--- src/cpm_pkg.sv ---
// Behaviour
// - Follow mode and limit pins at all times, except during HID wake override.
// - Pins a=0, c=1: auto charge mode, high limit, data switches open.
// - Pins b=1, c=0: data port mode a, switches closed, limit from select.
// - Pins 100: forced short mode, limit from select, switches open.
// - Pins 101: forced divider mode, limit from select.
// - Pins 111: charging downstream port if select high, else data port mode b.
// - Swapping between those two all-high settings never starts a discharge.
// - Discharge: power switch off, rail discharged, switch on again, on mode change.
// - With HID recognised, hold 111 or 010 when pins move to 011.
// - 110 to 011 is never held; a transient 111 discharges.
// - Watch data lines only in data port or charging downstream modes.
// - D- high after both lines idle low means low-speed attach.
// - D+ high with D- low after idle means full-speed candidate.
// - D+ dropping after connect marks high-speed, never a full-speed wake source.
// - Full-speed needs 60 s connected in working mode; low-speed needs none.
// - No deadline for pins returning from auto to data-port after wake.
// - Reset holds the initial state with the output discharging.
// - Data switches open when disabled, pins 000, dedicated charging, or discharging.
package cpm_pkg;
   // ***************************************
   // Timing
   // ***************************************
   localparam int CLK_HZ = 250_000_000;
   localparam int CLK_MHZ = CLK_HZ / 1_000_000;
   localparam int FS_QUAL_TIME_S = 60;
   localparam longint FS_QUAL_CYCLES = longint'(FS_QUAL_TIME_S) * longint'(CLK_HZ);
   localparam int DISCH_TIME_US = 100;
   localparam int DISCH_CYCLES = DISCH_TIME_US * CLK_MHZ;
   localparam int DETACH_TIME_US = 10;
   localparam int DETACH_CYCLES = DETACH_TIME_US * CLK_MHZ;
   localparam int QUAL_W = 34;
   localparam int DISCH_W = 32;
   localparam int DETACH_W = 16;

   // ***************************************
   // Register map
   // ***************************************
   localparam logic [3:0] REG_CTRL_ADDR = 4'h0;
   localparam logic [3:0] REG_STATUS_ADDR = 4'h4;
   localparam int CTRL_WAKE_EN_BIT = 0;
   localparam int CTRL_CLR_HID_BIT = 1;
   localparam logic CTRL_WAKE_EN_RESET = 1'h1;
   localparam int ST_MODE_LSB = 0;
   localparam int ST_HI_BIT = 3;
   localparam int ST_DSW_BIT = 4;
   localparam int ST_PWR_BIT = 5;
   localparam int ST_DISCH_BIT = 6;
   localparam int ST_LS_BIT = 7;
   localparam int ST_FS_BIT = 8;
   localparam int ST_HS_BIT = 9;
   localparam int ST_OVR_BIT = 10;
   localparam int ST_PINS_LSB = 11;

   // ***************************************
   // Pin codes, ordered {a, b, c}
   // ***************************************
   localparam logic [2:0] PINS_OFF = 3'h0;
   localparam logic [2:0] PINS_DATA_A_LO = 3'h2;
   localparam logic [2:0] PINS_AUTO_WAKE = 3'h3;
   localparam logic [2:0] PINS_DATA_A_HI = 3'h6;
   localparam logic [2:0] PINS_ALL_HIGH = 3'h7;

   typedef enum logic [2:0] {
      MODE_DISCHARGE = 3'h0,
      MODE_AUTO = 3'h1,
      MODE_DATA_A = 3'h2,
      MODE_SHORT = 3'h3,
      MODE_DIVIDER = 3'h4,
      MODE_CHARGE_DS = 3'h5,
      MODE_DATA_B = 3'h6
   } cpm_mode_t;

   typedef enum logic [1:0] {
      ST_INIT = 2'h0,
      ST_DISCH = 2'h1,
      ST_ON = 2'h3
   } cpm_state_t;

   function automatic cpm_mode_t cpm_decode(input logic [2:0] pins, input logic lim);
      cpm_mode_t m;
      m = MODE_DISCHARGE;
      if (pins == PINS_OFF) begin
         m = MODE_DISCHARGE;
      end else if (!pins[2] && pins[0]) begin
         m = MODE_AUTO;
      end else if (pins[1] && !pins[0]) begin
         m = MODE_DATA_A;
      end else if (pins[2] && !pins[1] && !pins[0]) begin
         m = MODE_SHORT;
      end else if (pins[2] && !pins[1] && pins[0]) begin
         m = MODE_DIVIDER;
      end else begin
         m = lim ? MODE_CHARGE_DS : MODE_DATA_B;
      end
      return m;
   endfunction

   function automatic logic cpm_high_limit(input cpm_mode_t m, input logic lim);
      return (m == MODE_AUTO) ? 1'b1 : ((m == MODE_DISCHARGE) ? 1'b0 : lim);
   endfunction

   function automatic logic cpm_is_data(input cpm_mode_t m);
      return (m == MODE_DATA_A) || (m == MODE_DATA_B) || (m == MODE_CHARGE_DS);
   endfunction
endpackage

`timescale 1ns/100ps
`default_nettype none
// ***************************************
// Two-stage pin synchroniser
// ***************************************
module cpm_sync2 #(
   parameter int W = 1
) (
   // Clock and reset
   input wire logic CLOCK,
   input wire logic RST,
   // Data
   input wire logic [W-1:0] d,
   output logic [W-1:0] q
);
   logic [W-1:0] meta_reg;

   always_ff @(posedge CLOCK or posedge RST) begin
      if (RST) begin
         meta_reg <= '0;
         q <= '0;
      end else begin
         meta_reg <= d;
         q <= meta_reg;
      end
   end
endmodule
`default_nettype wire

--- src/cpm_mode_ctrl.sv ---
`timescale 1ns/100ps
`default_nettype none
module cpm_mode_ctrl
   import cpm_pkg::*;
#(
   parameter logic [DISCH_W-1:0] DISCH_CYC = DISCH_W'(DISCH_CYCLES),
   parameter logic [QUAL_W-1:0] QUAL_CYC = QUAL_W'(FS_QUAL_CYCLES)
) (
   // Clock and reset
   input wire logic CLOCK,
   input wire logic RST,
   // Mode pins
   input wire logic ENABLE,
   input wire logic MODE_PIN_A,
   input wire logic MODE_PIN_B,
   input wire logic MODE_PIN_C,
   input wire logic LIMIT_SELECT,
   // Data line comparators
   input wire logic DP_HIGH,
   input wire logic DM_HIGH,
   // Power path and switches
   output logic POWER_SWITCH_ON,
   output logic DISCHARGE_ON,
   output logic DATA_SWITCH_ON,
   output logic HIGH_LIMIT_SEL,
   output logic [2:0] MODE,
   output logic HID_RECOGNISED,
   // Avalon-MM slave
   input wire logic [3:0] AVS_ADDRESS,
   input wire logic AVS_READ,
   input wire logic AVS_WRITE,
   input wire logic [31:0] AVS_WRITEDATA,
   input wire logic [3:0] AVS_BYTEENABLE,
   output logic [31:0] AVS_READDATA,
   output logic AVS_WAITREQUEST
);
   // ***************************************
   // Pin synchronisation
   // ***************************************
   logic en_s, a_s, b_s, c_s, lim_s, dp_s, dm_s;

   cpm_sync2 #(.W(7)) u_sync (
      .CLOCK(CLOCK),
      .RST(RST),
      .d({ENABLE, MODE_PIN_A, MODE_PIN_B, MODE_PIN_C, LIMIT_SELECT, DP_HIGH, DM_HIGH}),
      .q({en_s, a_s, b_s, c_s, lim_s, dp_s, dm_s})
   );

   logic [2:0] pins;
   cpm_mode_t cmd_mode;
   logic cmd_hi;
   assign pins = {a_s, b_s, c_s};
   assign cmd_mode = cpm_decode(pins, lim_s);
   assign cmd_hi = cpm_high_limit(cmd_mode, lim_s);

   // ***************************************
   // Mode sequencer
   // ***************************************
   cpm_state_t state_reg, state_next;
   cpm_mode_t applied_reg, applied_next;
   logic [2:0] apins_reg, apins_next;
   logic ahi_reg, ahi_next;
   logic [DISCH_W-1:0] dcnt_reg, dcnt_next;
   logic wake_en_reg, wake_en_next;
   logic hid_rec;
   logic override;
   logic swap;

   // Pin history, wake enable and HID recognition decide; limit select plays no part here
   assign override = wake_en_reg && hid_rec && (state_reg == ST_ON) && (pins == PINS_AUTO_WAKE)
      && ((apins_reg == PINS_ALL_HIGH) || (apins_reg == PINS_DATA_A_LO));
   assign swap = ((applied_reg == MODE_CHARGE_DS) || (applied_reg == MODE_DATA_B))
      && ((cmd_mode == MODE_CHARGE_DS) || (cmd_mode == MODE_DATA_B));

   always_comb begin
      state_next = state_reg;
      applied_next = applied_reg;
      apins_next = apins_reg;
      ahi_next = ahi_reg;
      dcnt_next = dcnt_reg;
      unique case (state_reg)
         ST_INIT: begin
            state_next = ST_DISCH;
            dcnt_next = '0;
         end
         ST_DISCH: begin
            applied_next = cmd_mode;
            apins_next = pins;
            ahi_next = cmd_hi;
            // Pins 000 keep the rail held low indefinitely
            if (cmd_mode == MODE_DISCHARGE) begin
               dcnt_next = '0;
            end else if (dcnt_reg == DISCH_CYC - 1'b1) begin
               state_next = ST_ON;
               dcnt_next = '0;
            end else begin
               dcnt_next = dcnt_reg + 1'b1;
            end
         end
         ST_ON: begin
            // Held with no time limit while the wake device stays attached
            if (override) begin
               state_next = ST_ON;
            end else if (cmd_mode == applied_reg) begin
               apins_next = pins;
               ahi_next = cmd_hi;
            end else if (swap) begin
               applied_next = cmd_mode;
               apins_next = pins;
               ahi_next = cmd_hi;
            end else begin
               state_next = ST_DISCH;
               dcnt_next = '0;
               applied_next = cmd_mode;
               apins_next = pins;
               ahi_next = cmd_hi;
            end
         end
         default: begin
            state_next = ST_INIT;
         end
      endcase
   end

   always_ff @(posedge CLOCK or posedge RST) begin
      if (RST) begin
         state_reg <= ST_INIT;
         applied_reg <= MODE_DISCHARGE;
         apins_reg <= PINS_OFF;
         ahi_reg <= 1'b0;
         dcnt_reg <= '0;
      end else begin
         state_reg <= state_next;
         applied_reg <= applied_next;
         apins_reg <= apins_next;
         ahi_reg <= ahi_next;
         dcnt_reg <= dcnt_next;
      end
   end

   // ***************************************
   // Low/full-speed device recognition
   // ***************************************
   logic monitor;
   logic clr_hid;
   logic idle_reg, idle_next;
   logic ls_reg, ls_next;
   logic fs_reg, fs_next;
   logic hs_reg, hs_next;
   logic [QUAL_W-1:0] qcnt_reg, qcnt_next;
   logic [DETACH_W-1:0] det_reg, det_next;

   assign monitor = (state_reg == ST_ON) && cpm_is_data(applied_reg);
   assign hid_rec = ls_reg || fs_reg;

   always_comb begin
      idle_next = idle_reg;
      ls_next = ls_reg;
      fs_next = fs_reg;
      hs_next = hs_reg;
      qcnt_next = qcnt_reg;
      det_next = det_reg;
      if (!monitor || clr_hid) begin
         idle_next = 1'b0;
         ls_next = 1'b0;
         fs_next = 1'b0;
         hs_next = 1'b0;
         qcnt_next = '0;
         det_next = '0;
      end else if (!dp_s && !dm_s) begin
         idle_next = 1'b1;
         // A candidate losing D+ is a high-speed device negotiating
         if (!fs_reg && (qcnt_reg != '0)) begin
            hs_next = 1'b1;
            qcnt_next = '0;
         end
         if (det_reg == DETACH_W'(DETACH_CYCLES - 1)) begin
            ls_next = 1'b0;
            fs_next = 1'b0;
            qcnt_next = '0;
         end else begin
            det_next = det_reg + 1'b1;
         end
      end else begin
         det_next = '0;
         if (idle_reg && dm_s && !dp_s) begin
            ls_next = 1'b1;
         end
         if (idle_reg && dp_s && !dm_s && !hs_reg && !fs_reg) begin
            if (qcnt_reg == QUAL_CYC - 1'b1) begin
               fs_next = 1'b1;
            end else begin
               qcnt_next = qcnt_reg + 1'b1;
            end
         end
      end
   end

   always_ff @(posedge CLOCK or posedge RST) begin
      if (RST) begin
         idle_reg <= 1'b0;
         ls_reg <= 1'b0;
         fs_reg <= 1'b0;
         hs_reg <= 1'b0;
         qcnt_reg <= '0;
         det_reg <= '0;
      end else begin
         idle_reg <= idle_next;
         ls_reg <= ls_next;
         fs_reg <= fs_next;
         hs_reg <= hs_next;
         qcnt_reg <= qcnt_next;
         det_reg <= det_next;
      end
   end

   // ***************************************
   // Registered outputs
   // ***************************************
   logic pwr_next, disch_next, dsw_next, ovr_next, ovr_reg;

   always_comb begin
      pwr_next = (state_next == ST_ON);
      disch_next = (state_next != ST_ON);
      dsw_next = (state_next == ST_ON) && en_s && cpm_is_data(applied_next);
      ovr_next = override;
   end

   always_ff @(posedge CLOCK or posedge RST) begin
      if (RST) begin
         POWER_SWITCH_ON <= 1'b0;
         DISCHARGE_ON <= 1'b1;
         DATA_SWITCH_ON <= 1'b0;
         HIGH_LIMIT_SEL <= 1'b0;
         MODE <= MODE_DISCHARGE;
         HID_RECOGNISED <= 1'b0;
         ovr_reg <= 1'b0;
      end else begin
         POWER_SWITCH_ON <= pwr_next;
         DISCHARGE_ON <= disch_next;
         DATA_SWITCH_ON <= dsw_next;
         HIGH_LIMIT_SEL <= ahi_next;
         MODE <= applied_next;
         HID_RECOGNISED <= ls_next || fs_next;
         ovr_reg <= ovr_next;
      end
   end

   // ***************************************
   // Avalon-MM register slave
   // ***************************************
   logic wait_next;
   logic [31:0] rdata_next;
   logic accept;
   logic [31:0] status;

   // One wait cycle per access; the answer stands when waitrequest drops
   assign accept = (AVS_READ || AVS_WRITE) && !AVS_WAITREQUEST;
   assign clr_hid = accept && AVS_WRITE && (AVS_ADDRESS == REG_CTRL_ADDR)
      && AVS_BYTEENABLE[0] && AVS_WRITEDATA[CTRL_CLR_HID_BIT];

   always_comb begin
      status = '0;
      status[ST_MODE_LSB +: 3] = applied_reg;
      status[ST_HI_BIT] = ahi_reg;
      status[ST_DSW_BIT] = DATA_SWITCH_ON;
      status[ST_PWR_BIT] = POWER_SWITCH_ON;
      status[ST_DISCH_BIT] = DISCHARGE_ON;
      status[ST_LS_BIT] = ls_reg;
      status[ST_FS_BIT] = fs_reg;
      status[ST_HS_BIT] = hs_reg;
      status[ST_OVR_BIT] = ovr_reg;
      status[ST_PINS_LSB +: 3] = pins;
      wait_next = !((AVS_READ || AVS_WRITE) && AVS_WAITREQUEST);
      rdata_next = AVS_READDATA;
      wake_en_next = wake_en_reg;
      if (AVS_READ && AVS_WAITREQUEST) begin
         rdata_next = '0;
         if (AVS_ADDRESS == REG_CTRL_ADDR) begin
            rdata_next[CTRL_WAKE_EN_BIT] = wake_en_reg;
         end else if (AVS_ADDRESS == REG_STATUS_ADDR) begin
            rdata_next = status;
         end
      end
      if (accept && AVS_WRITE && (AVS_ADDRESS == REG_CTRL_ADDR) && AVS_BYTEENABLE[0]) begin
         wake_en_next = AVS_WRITEDATA[CTRL_WAKE_EN_BIT];
      end
   end

   always_ff @(posedge CLOCK or posedge RST) begin
      if (RST) begin
         AVS_WAITREQUEST <= 1'b1;
         AVS_READDATA <= '0;
         wake_en_reg <= CTRL_WAKE_EN_RESET;
      end else begin
         AVS_WAITREQUEST <= wait_next;
         AVS_READDATA <= rdata_next;
         wake_en_reg <= wake_en_next;
      end
   end
endmodule
`default_nettype wire

--- config.mk ---
export PLATFORM = sky130hd
export DESIGN_NAME = cpm_mode_ctrl
export DESIGN_NICKNAME = d
export VERILOG_FILES = /design/src/cpm_pkg.sv /design/src/cpm_mode_ctrl.sv
export SDC_FILE = /design/constraint.sdc
export NUM_CORES = 1
export LEC_CHECK = 0
export BUFFER_PORTS_ARGS = -buffer_cell sky130_fd_sc_hd__buf_2
export CAP_MARGIN = 20
export CORE_MARGIN = 3
export CORE_UTILIZATION = 58
export CTS_CLUSTER_DIAMETER = 60
export CTS_CLUSTER_SIZE = 25
export DETAILED_ROUTE_END_ITERATION = 8
export PLACE_DENSITY_LB_ADDON = 0.05
export SLEW_MARGIN = 20
export SYNTH_ARGS = -nofsm -noshare
export SYNTH_HDL_FRONTEND = slang
export SYNTH_SLANG_ARGS = --single-unit
--- constraint.sdc ---
create_clock -name CLOCK -period 5.3 [get_ports CLOCK]
set_input_delay 0.795 -clock CLOCK [delete_from_list [all_inputs] [get_ports CLOCK]]
set_output_delay 0.795 -clock CLOCK [all_outputs]
set_load 0.05 [all_outputs]
==> After elaboration in Yosys (flattened, before gate mapping) <==
Cells that the tools add are included.
{ "totals": {"word_cells": 167, "regBits": 148, "output_inout_bits": 41} }
{ "op_classes": {"n_reduce_logical": 63, "n_eq_ne": 27, "add_sub_neg": 3, "n_mux": 53} }
{ "op_table": {"columns": ["cell", "count"], "rows": [
  ["$mux 34", 6],
  ["$mux 32", 5],
  ["$pmux 32 s3", 1],
  ["$mux 16", 3],
  ["$add 34x1->34 const B", 1],
  ["$eq 34x34->1 const B", 1],
  ["$reduce_bool 34->1", 1],
  ["$add 32x1->32 const B", 1],
  ["$eq 32x15->1 const B", 1],
  ["$mux 31", 1],
  ["$logic_and 1x1->1", 28],
  ["$eq 3x3->1 const B", 7],
  ["$mux 3", 7],
  ["$mux 1", 18],
  ["$add 16x1->16 const B", 1],
  ["$eq 16x12->1 const B", 1],
  ["$mux 14", 1],
  ["$mux 2", 7],
  ["$eq 3x2->1 const B", 4],
  ["$pmux 3 s2", 2],
  ["$logic_or 1x1->1", 11],
  ["$logic_not 1->1", 10],
  ["$ne 2x2->1 const B", 4],
  ["$logic_not 3->1", 2],
  ["16 further kinds", 22]
]} }

==> Longest topological paths before layout <==
{ "depth": {"word_depth": 18, "ltp_mapped": 10, "depth_no_buf": 9} }

==> Hierarchy <==
Synthesis repeated with hierarchy kept, for this count alone.
{ "hier_totals": {"hier_cells": 708, "area_unflattened_um2": 6717.7} }
{ "by_module_without_submodules": {"columns": ["mod", "area_per_inst_um2", "cells_per_inst", "seq_area_each_um2", "n_inst"], "rows": [
  ["cpm_mode_ctrl", 6363.6, 693, 2906.5, 1],
  ["cpm_sync2", 354.1, 15, 350.3, 1]
]} }

==> Worst setup path before layout <==
No wires, ideal clock.
{ "synth_path": {"path_type": "input-to-reg", "startpoint": "input port AVS_ADDRESS[1]", "endpoint": "register qcnt_reg[29]", "arrival_ns": 2.455, "cell_stages": 8, "path_slack_ns": 2.767, "setup_ns": 0.078, "cell_sequence": "nor3_1 nand3_1 nand3_2 nor3_4 or2_1 buf_4 or4_1 a21oi_1"} }
{ "synth_via": {"elab_chain_cells": 7, "word_cells_on_any_way": 10, "classes_between": "2 x eq/ne; 1 x mux; 7 x reduce/logical"} }
{ "synth_rtl": {"columns": ["item", "line_no", "source"], "rows": [
  ["from (decl)", "cpm_mode_ctrl.sv:29", "input wire logic [3:0] AVS_ADDRESS,"],
  ["$logic_not 4->1 *", "cpm_mode_ctrl.sv:259", "assign clr_hid = accept && AVS_WRITE && (AVS_ADDRESS == REG_CTRL_ADDR)"],
  ["$logic_and 1x1->1 *", "cpm_mode_ctrl.sv:259", null],
  ["$logic_and 1x1->1 * (2 in a row)", "cpm_mode_ctrl.sv:260", "&& AVS_BYTEENABLE[0] && AVS_WRITEDATA[CTRL_CLR_HID_BIT];"],
  ["$logic_or 1x1->1 *", "cpm_mode_ctrl.sv:163", "if (!monitor || clr_hid) begin"],
  ["$ne 4x2->1 (no source line) (tied with other cells)", null, null],
  ["$reduce_and 3->1 (no source line)", null, null],
  ["to (signal assigned)", "cpm_mode_ctrl.sv:212", "qcnt_reg <= qcnt_next;"],
  ["to (decl)", "cpm_mode_ctrl.sv:150", "logic [QUAL_W-1:0] qcnt_reg, qcnt_next;"]
]} }
Every way passes the cells marked *; elsewhere a longest branch is shown, timed or not.
A chain may end at the register's enable or synchronous reset.

==> summary.md <==
| Metric | Value |
|---|---|
| Status | finished clean |
| Die width | 113 um |
| Fmax | 295 MHz |
| Leak | 0.00315 uW |
| Combinational group share of total power | 6.1% |
| ANT nets after route | 0 |
| Dpl cells | 837 |
| Synthesized area | 0.00660 mm^2 |
| Non-Filler Instances | 869 |
| Row count | 38 |
| Core area | 0.0110 mm^2 |
| Cells taking the most area after synthesis | dfrtp_1, nor2_1, xnor2_1, o21ai_0, nand2_1 |
| DR vias/cell | 6.07 |
| First-pass DRT Iterations | 5 |
| Max VDD drop | 0.000273 V |
| Die area | 0.0127 mm^2 |
| # fillers | 844 |
| Syn Area/Cell | 9.68 um^2 |
| Core Util, Final | 67.3% |
| P_sw | 596 uW |
| Worst-Margin Slew | 0.981 ns |
| Hold-fix buffers at CTS | 0 |
| Mean routed wirelength per cell | 16.6 um |
| Switching share of power | 25.3% |
| Largest family of logic cells by synthesized area | simple AND/OR/NAND/NOR gates |
| Largest area contributor in the netlist | dfrtp_1 |
| Post-CTS setup buffers | 0 |
| HPWL Detailed | 9440 um |
| Global-route wire length before repair | 24700 um |
| Post-synthesis simple-gate area fraction | 26.0% |
| Gr ovfl total | 0 |
| Synth Area in Adders | 0.758% |
| Setup violators final | 0 |
| Max_cap viols | 0 |
| Final setup margin | 1.90 ns |
| Int Pwr | 1760 uW |
| Rel. slew slack | 34.6% |
| Ys flop type | dfrtp_1 |
| Initial drt markers | 491 |
| Critical path required time | 5.64 ns |
| RePlAce Congestion | 0.830 |
| Final wirelength | 14400 um |
| XOR/XNOR Fraction of Synth Area | 4.91% |
| I/O pins | 92 |
| Max Fanout on Critical Path | 29 |
| Most common cell in the netlist | dfrtp_1 |
| Clock Skew | 0.00738 ns |
| Total GRT Usage | 23.8% |
| Setup tns final | 0 ns |
| CP Capture Type | flip-flop |
| Ys Warns | 0 |
| Share of Yosys cell area claimed by the top area cell type | 48.1% |
| Crit path DAT | 3.73 ns |
| NumNets Final | 771 |
| Largest net degree at the start of global routing | 88 |
| Root Buffer | clkbuf_16 |
| Ant. Diodes | 0 |
| Initial antenna violation count | 0 |
| Yosys cell types | 62 |
| Post-CTS Resized | 0 |
| Mapped Cells | 682 |
| Startpoint Class | flip-flop |
| Hold Fails Final Rpt | 0 |
| Tmin final | 3.40 ns |
| Post-synthesis sequential area ratio | 49.3% |
| Sequential share of power | 44.8% |
| Vias post-DR | 5278 |
| Asr flop ratio synth | 100% |
| Number of synthesized flops with an enable pin | 0 |
| Crit share post-route | 64.1% |
| Post-synthesis mux area share | 1.59% |
| Clk pwr share | 49.1% |
| Worst hold slack | 0.347 ns |
| Max reg flops | 34 |
| Clk buf depth | 2 |
| Post-synthesis compound-gate area fraction | 12.3% |
| Worst min path class | reg2reg |
| Worst-Skew Late Latency | 0.42 ns |
| Layout cells sized above 1 | 14.0% |
| Setup slack after placement | 1.79 ns |
| Clk sinks | 130 |
| Power per cell area | 318 mW/mm^2 |
| Num CTS Buffers | 17 |
| H-tree depth | 4 |
| Final slew viol count | 0 |
| CTS tree | built |
| DRC | 0 |
| Synthesis-stage register bit count | 130 |
| Reg clk slew, reported paths | 0.06 ns |
| Critical path class | reg2reg |
| RSZ-0062 raised after global routing | false |
| Starting Density | 60.1% |
| Die H | 113 um |
| Synth cell count leaders | dfrtp_1, nor2_1, nand2_1 |
| Buffers on Ports | 40 |
| Syn-to-layout area delta | 11.9% |
| Vias in the first global route | 5257 |
[worst paths after layout]
path,startpoint,endpoint,slack [ns],depth (start not counted)
setup reg to reg,MODE[0],qcnt_reg[23],1.90,8
setup / recovery,MODE[0],qcnt_reg[23],1.90,8
min in group asynchronous,RST,AVS_READDATA[12],0.52,2
hold reg to reg,u_sync.meta_reg[0],u_sync.q[0],0.35,0
max in group asynchronous,RST,DISCHARGE_ON,3.69,3
hold / removal,u_sync.meta_reg[0],u_sync.q[0],0.35,0
[per-layer routing]
metal	GRT usage, %	vias to the layer above	share of wire (%)
met5	0	-	0
met4	8.09	0	1.7
met3	6.79	29	5.3
met2	37.8	153	48
met1	31.5	2608	45
li1	-	2488	-
[through the flow]
step                cell area, um^2  power, uW
floorplan                      6670       1190
global placement               6800       1210
detailed placement             6800       1220
CTS                            7390       2370
global route                   7390       2440
finish                         7390       2350
[cell type report]
class / count / area, um^2 / area share [%]
multi-input combinational: 506 / 3080 / 41.6
clock inverter: 15 / 160 / 2.17
tap: 140 / 175 / 2.37
clock buffer: 17 / 425 / 5.76
timing repair buffer: 43 / 223 / 3.01
sequential: 130 / 3260 / 44.1
inverter: 18 / 72.6 / 0.982
[power by group through the flow]
stage | Clock [uW] | Sequential, uW | Combinational, uW
global placement | 0 | 1070 | 139
finish | 1150 | 1050 | 144
floorplan | 0 | 1080 | 107
detailed placement | 0 | 1070 | 146
CTS | 1170 | 1050 | 146
global route | 1220 | 1060 | 158
[cells in the final DEF, fill, tap and decap left out, types with 9 or more instances in the layout]
cell,synthesis,routed
nand3_1,38,38
nand2_1,53,53
conb_1,1,18
and3_1,20,20
a22o_1,14,14
o31ai_1,15,15
a21oi_1,25,25
xnor2_1,27,27
o21ai_0,47,47
nor3_1,15,14
and2_1,10,10
inv_1,18,17
nand2b_1,9,9
nand4_1,19,19
nor2_1,64,64
buf_2,7,40
xor2_1,10,10
clkbuf_16,0,17
dfrtp_1,127,127
nor4_1,21,21
[logic make-up after synthesis]
logic type | after synthesis
DFF | 130
adders and majority gates | 4
buffers and inverters | 63
AOI/OAI and AO/OA | 127
muxes | 10
and+or+nand+nor | 310
other | 1
xor gates and xnor gates | 37
[critical path: stages, from the launching register on]
cell and delay, ns:
dfrtp_1 0.47, nand2b_1 0.20, a21oi_1 0.36, nand3_2 0.46
nor3_4 0.90, nor2_1 0.17, buf_4 0.29, or2_2 0.31
mux2i_1 0.14
No activity file was read; power rests on OpenSTA's default activity.
